`src/cvr_pkg.sv`:
```
// Package of verb codes, node numbers, field positions and reset values
package cvr_pkg;
   // ---------------------------------------------------------------
   // Command word fields
   // ---------------------------------------------------------------
   localparam int CAD_MSB     = 31;  // Codec address top bit
   localparam int CAD_LSB     = 28;  // Codec address bottom bit
   localparam int NODE_MSB    = 27;  // Node number top bit
   localparam int NODE_LSB    = 20;  // Node number bottom bit
   localparam int SVERB_MSB   = 19;  // Short verb top bit
   localparam int SVERB_LSB   = 16;  // Short verb bottom bit
   localparam int LVERB_LSB   = 8;   // Long verb bottom bit
   // ---------------------------------------------------------------
   // Verb identifiers
   // ---------------------------------------------------------------
   localparam logic [11:0] VERB_GET_CONN_LIST  = 12'hF02;  // Connection list read
   localparam logic [11:0] VERB_GET_PROC_STATE = 12'hF03;  // Processing state read
   localparam logic [11:0] VERB_SET_PROC_STATE = 12'h703;  // Processing state write
   localparam logic [3:0]  VERB_GET_COEF_IDX   = 4'hD;     // Coefficient index read
   localparam logic [3:0]  VERB_SET_COEF_IDX   = 4'h5;     // Coefficient index write
   localparam logic [3:0]  VERB_GET_COEF       = 4'hC;     // Coefficient read
   localparam logic [3:0]  VERB_SET_COEF       = 4'h4;     // Coefficient write
   localparam logic [3:0]  VERB_GET_GAIN       = 4'hB;     // Amplifier gain read
   localparam logic [3:0]  VERB_SET_GAIN       = 4'h3;     // Amplifier gain write
   // ---------------------------------------------------------------
   // Node numbers
   // ---------------------------------------------------------------
   localparam logic [7:0] NID_LINE_ADC  = 8'h08;  // Line converter
   localparam logic [7:0] NID_MIX_ADC   = 8'h09;  // Mix converter
   localparam logic [7:0] NID_MIXER     = 8'h0B;  // Mixer sum node
   localparam logic [7:0] NID_SUM_FRONT = 8'h0C;  // Front sum node
   localparam logic [7:0] NID_SUM_SURR  = 8'h0D;  // Surround sum node
   localparam logic [7:0] NID_SUM_CLFE  = 8'h0E;  // Centre and subwoofer sum node
   localparam logic [7:0] NID_SUM_SIDE  = 8'h0F;  // Side surround sum node
   localparam logic [7:0] NID_PIN_FIRST = 8'h14;  // First analog pin node
   localparam logic [7:0] NID_PIN_LAST  = 8'h1B;  // Last analog pin node
   localparam logic [7:0] NID_DIG_OUT   = 8'h1E;  // Digital output pin node
   localparam logic [7:0] NID_VENDOR    = 8'h20;  // Vendor register node
   localparam logic [7:0] NID_ADC_SUM_M = 8'h22;  // Sum ahead of mix converter
   localparam logic [7:0] NID_ADC_SUM_L = 8'h23;  // Sum ahead of line converter
   localparam logic [7:0] NID_FOUT_SUM  = 8'h26;  // Front panel output sum node
   // ---------------------------------------------------------------
   // Connection list entries
   // ---------------------------------------------------------------
   localparam logic [7:0] ENT_SURR_DAC = 8'h03;  // Surround converter
   localparam logic [7:0] ENT_CLFE_DAC = 8'h04;  // Centre and subwoofer converter
   localparam logic [7:0] ENT_SIDE_DAC = 8'h05;  // Side surround converter
   localparam logic [7:0] ENT_DIG_CONV = 8'h06;  // Digital output converter
   localparam logic [7:0] ENT_FOUT_DAC = 8'h25;  // Front panel converter
   localparam logic [31:0] LIST_PIN_A  = 32'h0F0E_0D0C;  // Pin list, offsets 0-3
   localparam logic [31:0] LIST_PIN_B  = 32'h0000_0026;  // Pin list, offsets 4-7
   localparam logic [31:0] LIST_ASUM_A = 32'h1B1A_1918;  // Converter sum, offsets 0-3
   localparam logic [31:0] LIST_ASUM_B = 32'h1514_1D1C;  // Converter sum, offsets 4-7
   localparam logic [31:0] LIST_ASUM_C = 32'h000B_1716;  // Converter sum, offsets 8-11
   // ---------------------------------------------------------------
   // Gain payload fields
   // ---------------------------------------------------------------
   localparam int GAIN_OUT_BIT   = 15;  // Output amplifier select
   localparam int GAIN_IN_BIT    = 14;  // Input amplifier select (write)
   localparam int GAIN_LEFT_BIT  = 13;  // Left channel select
   localparam int GAIN_RIGHT_BIT = 12;  // Right channel select (write)
   localparam int GAIN_MUTE_BIT  = 7;   // Mute value
   localparam int GAIN_STEP_MSB  = 6;   // Step gain top bit
   localparam int GAIN_WIDX_LSB  = 8;   // Write input index bottom bit
   localparam int GAIN_WIDX_MSB  = 11;  // Write input index top bit
   localparam int GAIN_RIDX_MSB  = 3;   // Read input index top bit
   // ---------------------------------------------------------------
   // Reset values and counts
   // ---------------------------------------------------------------
   localparam int          MIXER_INPUTS   = 10;      // Mixer input count
   localparam int          NUM_PINS       = 8;       // Analog pin count
   localparam int          NUM_SUMS       = 4;       // Channel sum count
   localparam logic [6:0]  RST_STEP       = 7'h00;   // Step gain after reset
   localparam logic        RST_MIX_MUTE   = 1'b1;    // Mixer inputs muted
   localparam logic        RST_PIN_MUTE   = 1'b1;    // Pin outputs muted
   localparam logic        RST_OTHER_MUTE = 1'b0;    // Other mutes clear
   localparam logic [15:0] RST_COEF_IDX   = 16'h0000;  // Coefficient index
   localparam logic [15:0] RST_COEF       = 16'h0000;  // Coefficient contents; unused, the memory is not reset
endpackage : cvr_pkg

```
`src/cvr_responder.sv`:
```
// Verb decoder for routing lists, processing state, coefficients and gains
// Notes on behaviour
// - Surround sum list: 03h then mixer
// - Centre/sub sum list: 04h then mixer
// - Side surround sum list: 05h then mixer
// - Front panel sum list: 25h then mixer
// - Pin lists: four sums, then 26h
// - Digital output pin list: 06h only
// - Converter sum lists: eleven fixed entries
// - Unsupported get answers all zeros
// - Processing state read answers zero
// - Processing state write ignored, answers zero
// - Command word field layout
// - Coefficient index read and write
// - Coefficient read and write via index
// - Single-input widgets ignore read index
// - Converter input mute and gain
// - Mixer per-input mute and gain
// - Channel sums: input mute, output gain
// - Pins: output mute only, muted default
// - Gain write applies selected amplifiers only
// - Gain write right, index, mute, step
module cvr_responder #(
   parameter logic [3:0] CODEC_ADDR = 4'h0,  // Codec address answered
   parameter int         COEF_AW    = 8      // Coefficient index bits that address the memory
) (
   input  wire logic        clk,
   input  wire logic        sys_rst,
   input  wire logic        cmd_valid,   // Command word present
   input  wire logic [31:0] cmd_word,    // Command word
   output      logic        rsp_valid,   // Response present, one cycle
   output      logic [31:0] rsp_data     // Response word
);
   // ---------------------------------------------------------------
   // Types and state
   // ---------------------------------------------------------------
   // Sequencer: idle, or the two busy cycles of a coefficient read
   typedef enum logic [1:0] {
      CVR_IDLE,
      CVR_COEF_WAIT,
      CVR_COEF_SEND
   } cvr_phase_e;

   // All registered state of the decoder
   typedef struct packed {
      cvr_phase_e                            phase;      // Sequencer state
      logic                                  rsp_valid;  // Response strobe
      logic [31:0]                           rsp_data;   // Response word
      logic [15:0]                           coef_idx;   // Coefficient index
      logic [3:0]                            adc_mute;   // Converter mute, {node, left}
      logic [3:0][6:0]                       adc_step;   // Converter step, {node, left}
      logic [cvr_pkg::MIXER_INPUTS*2-1:0]    mix_mute;   // Mixer mute per input/chan
      logic [cvr_pkg::MIXER_INPUTS*2-1:0][6:0] mix_step; // Mixer gain per input/chan
      logic [cvr_pkg::NUM_SUMS*2-1:0]        sum_mute;   // Sum input mute per chan
      logic [cvr_pkg::NUM_SUMS*2-1:0][6:0]   sum_step;   // Sum output gain per chan
      logic [cvr_pkg::NUM_PINS*2-1:0]        pin_mute;   // Pin output mute per chan
   } cvr_state_s;

   // Registered state and its next value
   cvr_state_s st;       // Registered state
   cvr_state_s next_st;  // Next state

   // ---------------------------------------------------------------
   // Command field split
   // ---------------------------------------------------------------
   logic [3:0]  cad;       // Codec address
   logic [7:0]  nid;       // Node number
   logic [3:0]  sverb;     // Short verb
   logic [11:0] lverb;     // Long verb
   logic [15:0] pay16;     // Short verb payload
   logic [7:0]  pay8;      // Long verb payload
   logic        mine;      // Command addressed here
   logic [15:0] coef_rd;   // Coefficient memory output
   logic        coef_we;   // Coefficient write strobe

   // Slice the command word into its fields
   assign cad   = cmd_word[cvr_pkg::CAD_MSB:cvr_pkg::CAD_LSB];
   assign nid   = cmd_word[cvr_pkg::NODE_MSB:cvr_pkg::NODE_LSB];
   assign sverb = cmd_word[cvr_pkg::SVERB_MSB:cvr_pkg::SVERB_LSB];
   assign lverb = cmd_word[cvr_pkg::SVERB_MSB:cvr_pkg::LVERB_LSB];
   assign pay16 = cmd_word[15:0];
   assign pay8  = cmd_word[7:0];
   // Taken only when addressed here and not busy with a coefficient read
   assign mine  = cmd_valid && (cad == CODEC_ADDR) && (st.phase == CVR_IDLE);

   // Long verbs have a top nibble of 7 or F; short verbs use the rest
   logic is_long;
   assign is_long = (sverb == 4'h7) || (sverb == 4'hF);

   // Coefficient writes land at the current index
   assign coef_we = mine && !is_long && (sverb == cvr_pkg::VERB_SET_COEF)
                    && (nid == cvr_pkg::NID_VENDOR);

   // ---------------------------------------------------------------
   // Coefficient store
   // ---------------------------------------------------------------
   // Read data lag the index by one clock
   cvr_coef_mem #(
      .ADDR_W (COEF_AW),
      .DATA_W (16)
   ) u_coef (
      .clk     (clk),
      .wr_en   (coef_we),
      .addr    (st.coef_idx[COEF_AW-1:0]),
      .wr_data (pay16),
      .rd_data (coef_rd)
   );

   // ---------------------------------------------------------------
   // Connection list lookup
   // ---------------------------------------------------------------
   // Returns the window of four entries that holds the offset in the payload
   function automatic logic [31:0] conn_list(input logic [7:0] n, input logic [7:0] off);
      logic lo;
      logic mid;
      logic hi;
      // Which window of four entries the offset falls in
      lo  = (off < 8'd4);
      mid = (off >= 8'd4) && (off < 8'd8);
      hi  = (off >= 8'd8) && (off < 8'd12);
      // Anything not listed below answers zero
      conn_list = 32'h0000_0000;
      // Output sums: converter first, mixer second
      if (n == cvr_pkg::NID_SUM_SURR && lo) begin
         conn_list = {16'h0000, cvr_pkg::NID_MIXER, cvr_pkg::ENT_SURR_DAC};
      end else if (n == cvr_pkg::NID_SUM_CLFE && lo) begin
         conn_list = {16'h0000, cvr_pkg::NID_MIXER, cvr_pkg::ENT_CLFE_DAC};
      end else if (n == cvr_pkg::NID_SUM_SIDE && lo) begin
         conn_list = {16'h0000, cvr_pkg::NID_MIXER, cvr_pkg::ENT_SIDE_DAC};
      end else if (n == cvr_pkg::NID_FOUT_SUM && lo) begin
         conn_list = {16'h0000, cvr_pkg::NID_MIXER, cvr_pkg::ENT_FOUT_DAC};
      end else if (n >= cvr_pkg::NID_PIN_FIRST && n <= cvr_pkg::NID_PIN_LAST) begin
         // Pins: the four channel sums, then the front panel sum
         if (lo) begin
            conn_list = cvr_pkg::LIST_PIN_A;
         end else if (mid) begin
            conn_list = cvr_pkg::LIST_PIN_B;
         end
      end else if (n == cvr_pkg::NID_DIG_OUT && lo) begin
         conn_list = {24'h00_0000, cvr_pkg::ENT_DIG_CONV};
      end else if (n == cvr_pkg::NID_ADC_SUM_M || n == cvr_pkg::NID_ADC_SUM_L) begin
         // Converter sums: eleven entries in three windows
         if (lo) begin
            conn_list = cvr_pkg::LIST_ASUM_A;
         end else if (mid) begin
            conn_list = cvr_pkg::LIST_ASUM_B;
         end else if (hi) begin
            conn_list = cvr_pkg::LIST_ASUM_C;
         end
      end
   endfunction : conn_list

   // ---------------------------------------------------------------
   // Gain read decode
   // ---------------------------------------------------------------
   logic        g_out;     // Output side requested
   logic        g_left;    // Left channel requested
   logic [3:0]  g_ridx;    // Read index
   logic [4:0]  mix_rsel;  // Mixer slot on read
   logic [7:0]  gain_rd;   // Gain read byte
   logic [2:0]  pin_i;     // Pin slot
   logic [1:0]  sum_i;     // Sum slot
   logic        adc_i;     // Converter slot

   assign g_out    = pay16[cvr_pkg::GAIN_OUT_BIT];
   assign g_left   = pay16[cvr_pkg::GAIN_LEFT_BIT];
   assign g_ridx   = pay16[cvr_pkg::GAIN_RIDX_MSB:0];
   assign mix_rsel = {g_ridx, g_left};
   // Slot numbers within each node group
   assign pin_i    = nid[2:0] - cvr_pkg::NID_PIN_FIRST[2:0];
   assign sum_i    = nid[1:0];
   assign adc_i    = nid[0];

   // Gain byte of a read; nodes without an amplifier answer zero
   // Single-input widgets never look at the read index
   always_comb begin
      gain_rd = 8'h00;
      if (nid == cvr_pkg::NID_LINE_ADC || nid == cvr_pkg::NID_MIX_ADC) begin
         if (!g_out) begin
            // Converter input amplifier, one source only
            gain_rd = {st.adc_mute[{adc_i, g_left}], st.adc_step[{adc_i, g_left}]};
         end
      end else if (nid == cvr_pkg::NID_MIXER) begin
         if (!g_out && g_ridx < 4'(cvr_pkg::MIXER_INPUTS)) begin
            // Mixer input slot picked by index and channel
            gain_rd = {st.mix_mute[mix_rsel], st.mix_step[mix_rsel]};
         end
      end else if (nid >= cvr_pkg::NID_SUM_FRONT && nid <= cvr_pkg::NID_SUM_SIDE) begin
         if (g_out) begin
            // Output step; the output mute reads zero
            gain_rd = {1'b0, st.sum_step[{sum_i, g_left}]};
         end else begin
            gain_rd = {st.sum_mute[{sum_i, g_left}], 7'h00};
         end
      end else if (nid >= cvr_pkg::NID_PIN_FIRST && nid <= cvr_pkg::NID_PIN_LAST) begin
         if (g_out) begin
            // Output mute only; the step reads zero
            gain_rd = {st.pin_mute[{pin_i, g_left}], 7'h00};
         end
      end
   end

   // ---------------------------------------------------------------
   // Next state
   // ---------------------------------------------------------------
   logic       w_out;    // Write output amplifier
   logic       w_in;     // Write input amplifier
   logic [1:0] w_ch;     // Channel write enables, bit 1 left
   logic [3:0] w_idx;    // Write input index
   logic       w_mute;   // Mute value
   logic [6:0] w_step;   // Step gain

   assign w_out  = pay16[cvr_pkg::GAIN_OUT_BIT];
   assign w_in   = pay16[cvr_pkg::GAIN_IN_BIT];
   assign w_ch   = {pay16[cvr_pkg::GAIN_LEFT_BIT], pay16[cvr_pkg::GAIN_RIGHT_BIT]};
   assign w_idx  = pay16[cvr_pkg::GAIN_WIDX_MSB:cvr_pkg::GAIN_WIDX_LSB];
   assign w_mute = pay16[cvr_pkg::GAIN_MUTE_BIT];
   assign w_step = pay16[cvr_pkg::GAIN_STEP_MSB:0];

   // Decoder: answers each command taken and updates the stored gains
   always_comb begin
      next_st           = st;
      // The strobe lasts one cycle unless a response is made below
      next_st.rsp_valid = 1'b0;
      unique case (st.phase)
         // Waiting for a command
         CVR_IDLE: begin
            if (mine) begin
               // Default answer: strobe with an all-zero word
               next_st.rsp_valid = 1'b1;
               next_st.rsp_data  = 32'h0000_0000;
               if (is_long) begin
                  // Long verbs: list read, processing state read and write
                  if (lverb == cvr_pkg::VERB_GET_CONN_LIST) begin
                     next_st.rsp_data = conn_list(nid, pay8);
                  end
                  // Processing state read and write keep the zero answer
               end else if (sverb == cvr_pkg::VERB_GET_COEF_IDX) begin
                  // Index read returns the index only on the vendor node
                  if (nid == cvr_pkg::NID_VENDOR) begin
                     next_st.rsp_data = {16'h0000, st.coef_idx};
                  end
               end else if (sverb == cvr_pkg::VERB_SET_COEF_IDX) begin
                  // Index write loads only on the vendor node
                  if (nid == cvr_pkg::NID_VENDOR) begin
                     next_st.coef_idx = pay16;
                  end
               end else if (sverb == cvr_pkg::VERB_GET_COEF) begin
                  if (nid == cvr_pkg::NID_VENDOR) begin
                     // Memory read delays the answer by two more cycles
                     next_st.rsp_valid = 1'b0;
                     next_st.phase     = CVR_COEF_WAIT;
                  end
               end else if (sverb == cvr_pkg::VERB_GET_GAIN) begin
                  // Gain byte from the read decode
                  next_st.rsp_data = {24'h00_0000, gain_rd};
               end else if (sverb == cvr_pkg::VERB_SET_GAIN) begin
                  // Apply only to fields the node implements
                  // Channel enables: bit 0 right, bit 1 left
                  for (int c = 0; c < 2; c++) begin
                     if (w_ch[c]) begin
                        if (nid == cvr_pkg::NID_LINE_ADC || nid == cvr_pkg::NID_MIX_ADC) begin
                           if (w_in) begin
                              // Converter: input amplifier only
                              next_st.adc_mute[{adc_i, 1'(c)}] = w_mute;
                              next_st.adc_step[{adc_i, 1'(c)}] = w_step;
                           end
                        end else if (nid == cvr_pkg::NID_MIXER) begin
                           if (w_in && w_idx < 4'(cvr_pkg::MIXER_INPUTS)) begin
                              // Mixer: the indexed input only
                              next_st.mix_mute[{w_idx, 1'(c)}] = w_mute;
                              next_st.mix_step[{w_idx, 1'(c)}] = w_step;
                           end
                        end else if (nid >= cvr_pkg::NID_SUM_FRONT
                                     && nid <= cvr_pkg::NID_SUM_SIDE) begin
                           if (w_in) begin
                              // Input amplifier: mute only
                              next_st.sum_mute[{sum_i, 1'(c)}] = w_mute;
                           end
                           if (w_out) begin
                              // Output amplifier: step only
                              next_st.sum_step[{sum_i, 1'(c)}] = w_step;
                           end
                        end else if (nid >= cvr_pkg::NID_PIN_FIRST
                                     && nid <= cvr_pkg::NID_PIN_LAST) begin
                           if (w_out) begin
                              // Output amplifier: mute only
                              next_st.pin_mute[{pin_i, 1'(c)}] = w_mute;
                           end
                        end
                     end
                  end
               end
            end
         end
         // Memory output settles
         CVR_COEF_WAIT: begin
            next_st.phase = CVR_COEF_SEND;
         end
         // Send the coefficient
         CVR_COEF_SEND: begin
            next_st.rsp_valid = 1'b1;
            next_st.rsp_data  = {16'h0000, coef_rd};
            next_st.phase     = CVR_IDLE;
         end
         // Unused code: fall back to idle
         default: begin
            next_st.phase = CVR_IDLE;
         end
      endcase
   end

   // ---------------------------------------------------------------
   // State registers
   // ---------------------------------------------------------------
   // Whole decoder state in one register, synchronous reset
   always_ff @(posedge clk) begin
      if (sys_rst) begin
         st.phase     <= CVR_IDLE;
         st.rsp_valid <= 1'b0;
         st.rsp_data  <= 32'h0000_0000;
         st.coef_idx  <= cvr_pkg::RST_COEF_IDX;
         st.adc_mute  <= {4{cvr_pkg::RST_OTHER_MUTE}};
         st.adc_step  <= {4{cvr_pkg::RST_STEP}};
         st.mix_mute  <= {(cvr_pkg::MIXER_INPUTS*2){cvr_pkg::RST_MIX_MUTE}};
         st.mix_step  <= {(cvr_pkg::MIXER_INPUTS*2){cvr_pkg::RST_STEP}};
         st.sum_mute  <= {(cvr_pkg::NUM_SUMS*2){cvr_pkg::RST_OTHER_MUTE}};
         st.sum_step  <= {(cvr_pkg::NUM_SUMS*2){cvr_pkg::RST_STEP}};
         st.pin_mute  <= {(cvr_pkg::NUM_PINS*2){cvr_pkg::RST_PIN_MUTE}};
         // The coefficient memory keeps its contents over reset
      end else begin
         // Take the decoder's next state
         st       <= next_st;
      end
   end

   // Response outputs straight from flops
   assign rsp_valid = st.rsp_valid;
   assign rsp_data  = st.rsp_data;
endmodule : cvr_responder

```
`src/cvr_coef_mem.sv`:
```
// Coefficient memory of the vendor register node, registered read data
module cvr_coef_mem #(
   parameter int ADDR_W = 8,   // Index bits kept
   parameter int DATA_W = 16   // Coefficient width
) (
   input  wire logic              clk,
   input  wire logic              wr_en,
   input  wire logic [ADDR_W-1:0] addr,
   input  wire logic [DATA_W-1:0] wr_data,
   output      logic [DATA_W-1:0] rd_data
);
   // ---------------------------------------------------------------
   // Storage
   // ---------------------------------------------------------------
   logic [DATA_W-1:0] mem [2**ADDR_W];  // Coefficient cells

   // Read the old addressed word into the output flop while any write lands
   always_ff @(posedge clk) begin
      if (wr_en) begin
         mem[addr] <= wr_data;
      end
      rd_data <= mem[addr];
   end
endmodule : cvr_coef_mem

```
`config.mk`:
```
export PLATFORM = sky130hd
export DESIGN_NAME = cvr_responder
export DESIGN_NICKNAME = d
export VERILOG_FILES = /design/src/cvr_pkg.sv /design/src/cvr_responder.sv /design/src/cvr_coef_mem.sv
export SDC_FILE = /design/constraint.sdc
export NUM_CORES = 2
export LEC_CHECK = 0
export BUFFER_PORTS_ARGS = -buffer_cell sky130_fd_sc_hd__buf_2
export CELL_PAD_IN_SITES_DETAIL_PLACEMENT = 0
export CELL_PAD_IN_SITES_GLOBAL_PLACEMENT = 2
export CORE_MARGIN = 2
export CORE_UTILIZATION = 50
export CTS_CLUSTER_DIAMETER = 30
export DETAILED_ROUTE_END_ITERATION = 7
export GPL_TIMING_DRIVEN = 1
export PLACE_DENSITY = 0.87
export SYNTH_ARGS = -nofsm -noshare
export SYNTH_HDL_FRONTEND = slang
export SYNTH_SLANG_ARGS = --single-unit
export TNS_END_PERCENT = 30
```
`constraint.sdc`:
```
create_clock -name clk -period 4.13 [get_ports clk]
set_input_delay 0.413 -clock clk [delete_from_list [all_inputs] [get_ports clk]]
set_output_delay 0.413 -clock clk [all_outputs]
set_load 0.01 [all_outputs]
```
[Word-level counts from Yosys, hierarchy flattened]
Memories as Yosys holds them, arrays and structs flattened. A register that Yosys moved wholly into a read port is not among the register bits.
Cells that the tools add are included.
Word-level totals
  bits in registers: 323
  bits in writable memories: 4096
  input bits: 35
  output and inout port bits: 33
  memories: 1
Cells by class
  add/subtract/negate cells: 1
  magnitude comparators: 31
  equality and inequality tests: 28
  mux-type cells: 134
  bitwise logic cells: 5
  reduce and logical (&&, ||, !) cells: 36
Memories
  u_coef.mem: depth 256, width 16, read ports 1, clocked after Yosys merged registers in 1, write ports 1, line cvr_coef_mem.sv:15  | logic [DATA_W-1:0] mem [2**ADDR_W];
Operator list (count)
  $mux W272: 14
  $mux W160: 4
  $mux W288: 2
  $mux W240: 2
  $mux W32: 12
  $mux W323: 1
  $bwmux W140: 2
  $mux W80: 2
  $mux W16: 9
  $mux W64: 2
  $mux W29: 4
  $bwmux W56: 2
  $mux W56: 2
  $mux W8: 12
  $pmux W33 S2: 1
  $mux W7: 9
  $bwmux W28: 2
  $demux W7 S4: 2
  $eq A8 B4 Y1 const B: 6
  $bwmux W20: 2
  $bmux W7 S5: 1
  $mux W35: 1
  $bwmux W16: 2
  $eq A8 B6 Y1 const B: 4
  other kinds (56): 135

[Depth between registers and ports, before layout]
  word-level depth: 35
  gate-level depth with buffers: 13
  depth with buffers taken out: 6

[By module]
A second synthesis with hierarchy kept.
Unflattened totals
  cell total of the unflattened synthesis: 8420
  area total of the unflattened synthesis: 170420.9 sq um
Modules (own cells, without submodules)
  cvr_coef_mem: times used 1, cells an instance 6727, area each 155399.0 sq um
  cvr_responder: times used 1, cells an instance 1693, area each 15021.9 sq um

[Least setup slack after synthesis]
No wires, ideal clock.
  kind: input -> register
  from: input cmd_word[20]
  to: memory u_coef.mem[144][0] (enable)
  setup time: 388 ps
  arrival: 3138 ps
  required time: 3742 ps
  slack: 604 ps
  cell stages on the path: 8
  buffers on the path: 3
  path through: buf_2 or3_1 or4_4 nor4_4 buf_4 buf_6 nand2_1 nor2_1
On the way
  cells in the longest elaborated chain, start to end: 4
RTL lines
  from (decl): line cvr_responder.sv:30  | input wire logic [31:0] cmd_word,
  $eq A8 B6 Y1: line cvr_responder.sv:92  | && (nid == cvr_pkg::NID_VENDOR);
  $logic_and A1 B1 Y1: line cvr_responder.sv:92
  $mux W1: line cvr_coef_mem.sv:19  | if (wr_en) begin
  $mux W1 (implied by the code): line cvr_coef_mem.sv:20  | mem[addr] <= wr_data;
  to (decl): line cvr_coef_mem.sv:15
No other way between the ends.

==> metrics <==
outcome=finished with violations; violated checks=capacitance limit, slew limit, setup timing; global route overflow=0; number of max-slew violations in the final report=165; Core Region=344000 um2; overall die area=351000 um2; Avg Synthesized Cell Area=20.0 um2; Least-Margin Pin Slew=1.78 ns; first-iteration detailed-routing DRC count=16167; total area of multi-input combinational cells=40900 um2; largest family of logic cells by synthesized area=multiplexers; Fmax=237 MHz; minimum clock period=4.21 ns; fraction of registers with async set or reset after synthesis=0%; fraction of synthesized area in multiplexers=16.9%; slack of the worst reg-to-reg path=-0.08 ns; Synth warnings=0; level count of the clock H-tree=6; sort of element at the start of the critical path=register; die extent in x=592 um; library cell contributing the largest single delay on the critical path=dfxtp_4; max layer used=met5; total of flip-flops plus latches after synthesis=4425; number of cell instances on the worst register-to-register path=9; number of buffers added by the clock tree synthesis step=758; area of all placed cells without fillers=212000 um2; post-synthesis share of cell area spent on and, or, nand and nor gates=3.74%; register area=130000 um2; global-route wire length before repair=785000 um; IO Count=68; total negative slack=-0.155 ns; vertical die dimension=592 um; Final Wtd Congestion=1.04; Req. time, crit path=5.09 ns; worst slew margin relative to its limit=-18.5%; final-report setup violation count=3; cell class contributing the biggest share of worst-path delay=simple AND/OR/NAND/NOR gates; placed standard-cell area=184000 um2; count of standard-cell rows=215; CP peak stage delay=0.85 ns; number of antenna-violating nets in the routed design=0; Post-synth top flop=edfxtp_1; post-synthesis share of cell area spent on full adders, half adders and majority gates=0%; sum of internal, switching and leakage power=116 mW; detailed-route via count=99884; clk_skew=0.0615 ns; ratio of routed vias to standard cells=6.66; share of the cycle needed by the critical path after routing=102%; met2 wire length=254000 um; share of the yosys chip area belonging to registers=74.9%; Synth Area in XOR/XNOR=0.00507%; pwr dens=546 nW/um2; synthesis-to-layout area growth=22.3%; complex-gate fraction of the synthesized area=2.69%; Worst setup startpoint=st[273]; final worst setup slack=-0.0848 ns; insertion delay of the later-clocked pin in the worst-skew pair=1.10 ns; share of final-layout standard cells stronger than drive strength 1=33.4%; RSZ-0062 raised after global routing=false; CP endpoint kind=register; Detailed Routing Iterations Pass 1=6; Arr. time, crit path=5.18 ns; detailed-routing wirelength on met1=195000 um; global-route total usage across every layer=32.4%; maximum number of pins on one net before global-route repair=206; Max rail drop VDD=0.000482 V; final standard cell utilization of the core=61.6%; number of remaining DRC errors=0; CP max FO=20; worst path bufs/invs=3; Clk pin slew, worst setup/hold paths=0.05 ns; worst hold start=cmd_word[28]; number of nets in the layout=9797; per-cell routed wire length=38.1 um; clk sink count=4425; detailed route wirelength on metal3=82100 um; fill cell count=22750; DP Wirelength=349000 um; type of the worst setup path=register to register; worst hold path depth=6; R2R Path Start=st[273]; endpoint of the most critical register-to-register path=u_coef.rd_data[11]; clock tree from TritonCTS=done; leakage component of the power=68.3 nW; chain of cells forming the critical path=buf_12 -> buf_12 -> buf_4 -> mux4_2 -> a22oi_1 -> a21oi_1 -> or4_1 -> nor4_2 -> nand3_1; Final Hold Viols=0; initial standard-cell utilization of the core=50.3%; synthesized area=173000 um2; detailed-route wire length=572000 um; max_cap viols=1; number of flops mapped to enable cells by yosys=4096; maximum buffer depth of the clock tree=4; Worst path most repeated cell=buf_12; worst hold path class=input port to register; number of global-route vias before repair=98466; antenna violations before repair=56; end of the worst hold path=rsp_data[3]; number of standard cells after synthesis=8645; count of buffers inserted at the top-level ports=61; library cells used by synthesis=88; clock tree root buffer cell=clkbuf_16
==> layout by cell type, fill, tap and decap left out, drive strengths merged, types with 15 or more instances in the layout <==
| cell | synthesis | final |
|---|---|---|
| nand2 | 413 | 413 |
| clkinv | 4 | 277 |
| mux4 | 1075 | 1075 |
| and3 | 34 | 34 |
| a22o | 19 | 19 |
| edfxtp | 4096 | 4096 |
| a21boi | 17 | 17 |
| buf | 348 | 890 |
| nand3 | 150 | 150 |
| o211ai | 19 | 19 |
| nor2 | 519 | 519 |
| a211o | 18 | 18 |
| a311o | 17 | 17 |
| clkbuf | 219 | 848 |
| o21ai | 49 | 49 |
| clkinvlp | 0 | 75 |
| a31oi | 15 | 15 |
| dfxtp | 329 | 329 |
| nor4 | 37 | 37 |
| a221oi | 39 | 39 |
| nand2b | 15 | 15 |
| mux2 | 26 | 26 |
| dlygate4sd3 | 0 | 26 |
| nor2b | 35 | 35 |
| o22ai | 49 | 49 |
| a21oi | 180 | 180 |
| nand4 | 38 | 38 |
| bufinv | 0 | 117 |
| diode | 0 | 21 |
| nor3 | 47 | 47 |
| a22oi | 130 | 130 |
| a211oi | 30 | 30 |
| mux2i | 475 | 475 |
| inv | 13 | 119 |
==> cells in the mapped netlist (10+ instances only) <==
cell type,n,area share (%)
a211o_1,18,0.091
a211oi_1,30,0.13
a21boi_0,17,0.074
a21oi_1,180,0.52
a221oi_1,39,0.20
a22o_1,19,0.096
a22oi_1,130,0.56
a311o_1,17,0.098
a31oi_1,15,0.054
a32oi_1,11,0.056
and2_1,10,0.036
and3_1,34,0.12
buf_1,68,0.15
buf_2,173,0.50
buf_4,80,0.35
buf_6,27,0.18
clkbuf_1,218,0.47
dfxtp_1,329,3.8
edfxtp_1,4096,71
inv_1,12,0.026
mux2_2,26,0.17
mux2i_1,475,2.7
mux4_2,1075,14
nand2_1,407,0.88
nand2b_1,15,0.054
nand3_1,147,0.43
nand3b_1,11,0.048
nand4_1,38,0.14
nor2_1,519,1.1
nor2b_1,35,0.13
nor3_1,37,0.11
nor3_2,10,0.058
nor4_1,29,0.10
o2111ai_1,11,0.056
o211ai_1,19,0.082
o21ai_0,48,0.14
o22ai_1,49,0.18
or3_1,10,0.036
==> sequential cells by signal, summed over array words and instances (netlist names) <==
| signal | flops |
|---|---|
| rsp_valid | 1 |
| st | 290 |
| u_coef.rd_data | 16 |
| u_coef.mem | 4096 |
| rsp_data | 22 |
==> report_power, final <==
part	total (mW)	internal [mW]	switching (mW)
Clock	65.4	42.0	23.3
Sequential	49.0	49.0	0.00254
Combinational	1.24	0.156	1.08
Total	116	91.2	24.4
==> per-stage QoR <==
step	setup WS, ns	hold WS [ns]	std cells
6_report	-0.0848	0.0690	14996
5_1_grt	0.0116	0.0862	14977
4_1_cts	0.0274	0.0120	14974
3_5_place_dp	-0.182	0.442	13532
3_3_place_gp	-0.189	0.435	13532
2_1_floorplan	0.604	0.427	8650
==> how the worst max path moves through the flow <==
stage | end | slack [ns] | depth (start not counted)
after floorplan | u_coef.mem[144][0] | 0.60 | 8
after global placement | u_coef.rd_data[8] | -0.19 | 9
after detailed placement | u_coef.rd_data[8] | -0.18 | 9
after CTS | u_coef.rd_data[12] | 0.03 | 8
after global routing | u_coef.rd_data[2] | 0.01 | 8
final | u_coef.rd_data[11] | -0.08 | 9
==> metal layers <==
layer	global-route usage, %	vias to the layer above
li1	-	38190
met1	41.1	51747
met2	47.8	8247
met3	12.1	1650
met4	19.3	50
met5	0.0271	-
==> tightest hold or removal path: cells and delay by family <==
family / cells / cell delay [ns]
AOI/OAI and AO/OA: 1 / 0.11
buffers and inverters: 2 / 0.33
and+or+nand+nor: 3 / 0.22
==> timing repair <==
item                                   in CTS  in global routing
hold buffers                               26                  0
setup buffers                               0                  1
endpoints found under the hold margin     490                  0
setup endpoints to repair                   3                  2
resized for setup                           3                  0
==> kinds of logic after synthesis <==
logic type      after synthesis
compound gates              673
other cells                   1
mux                        1576
flops                      4425
simple gates               1385
xor+xnor                      1
buf+inv                     584
==> layout make-up <==
type	count	share of cell area [%]
antenna	21	0.0248
clock buffer	845	9.28
clock inverter	571	3.46
inverter	17	0.0337
multi-input combinational	3641	19.3
sequential	4425	61.3
tap	4557	2.70
timing repair buffer	919	3.90
Power figures use the tool's default switching activity.
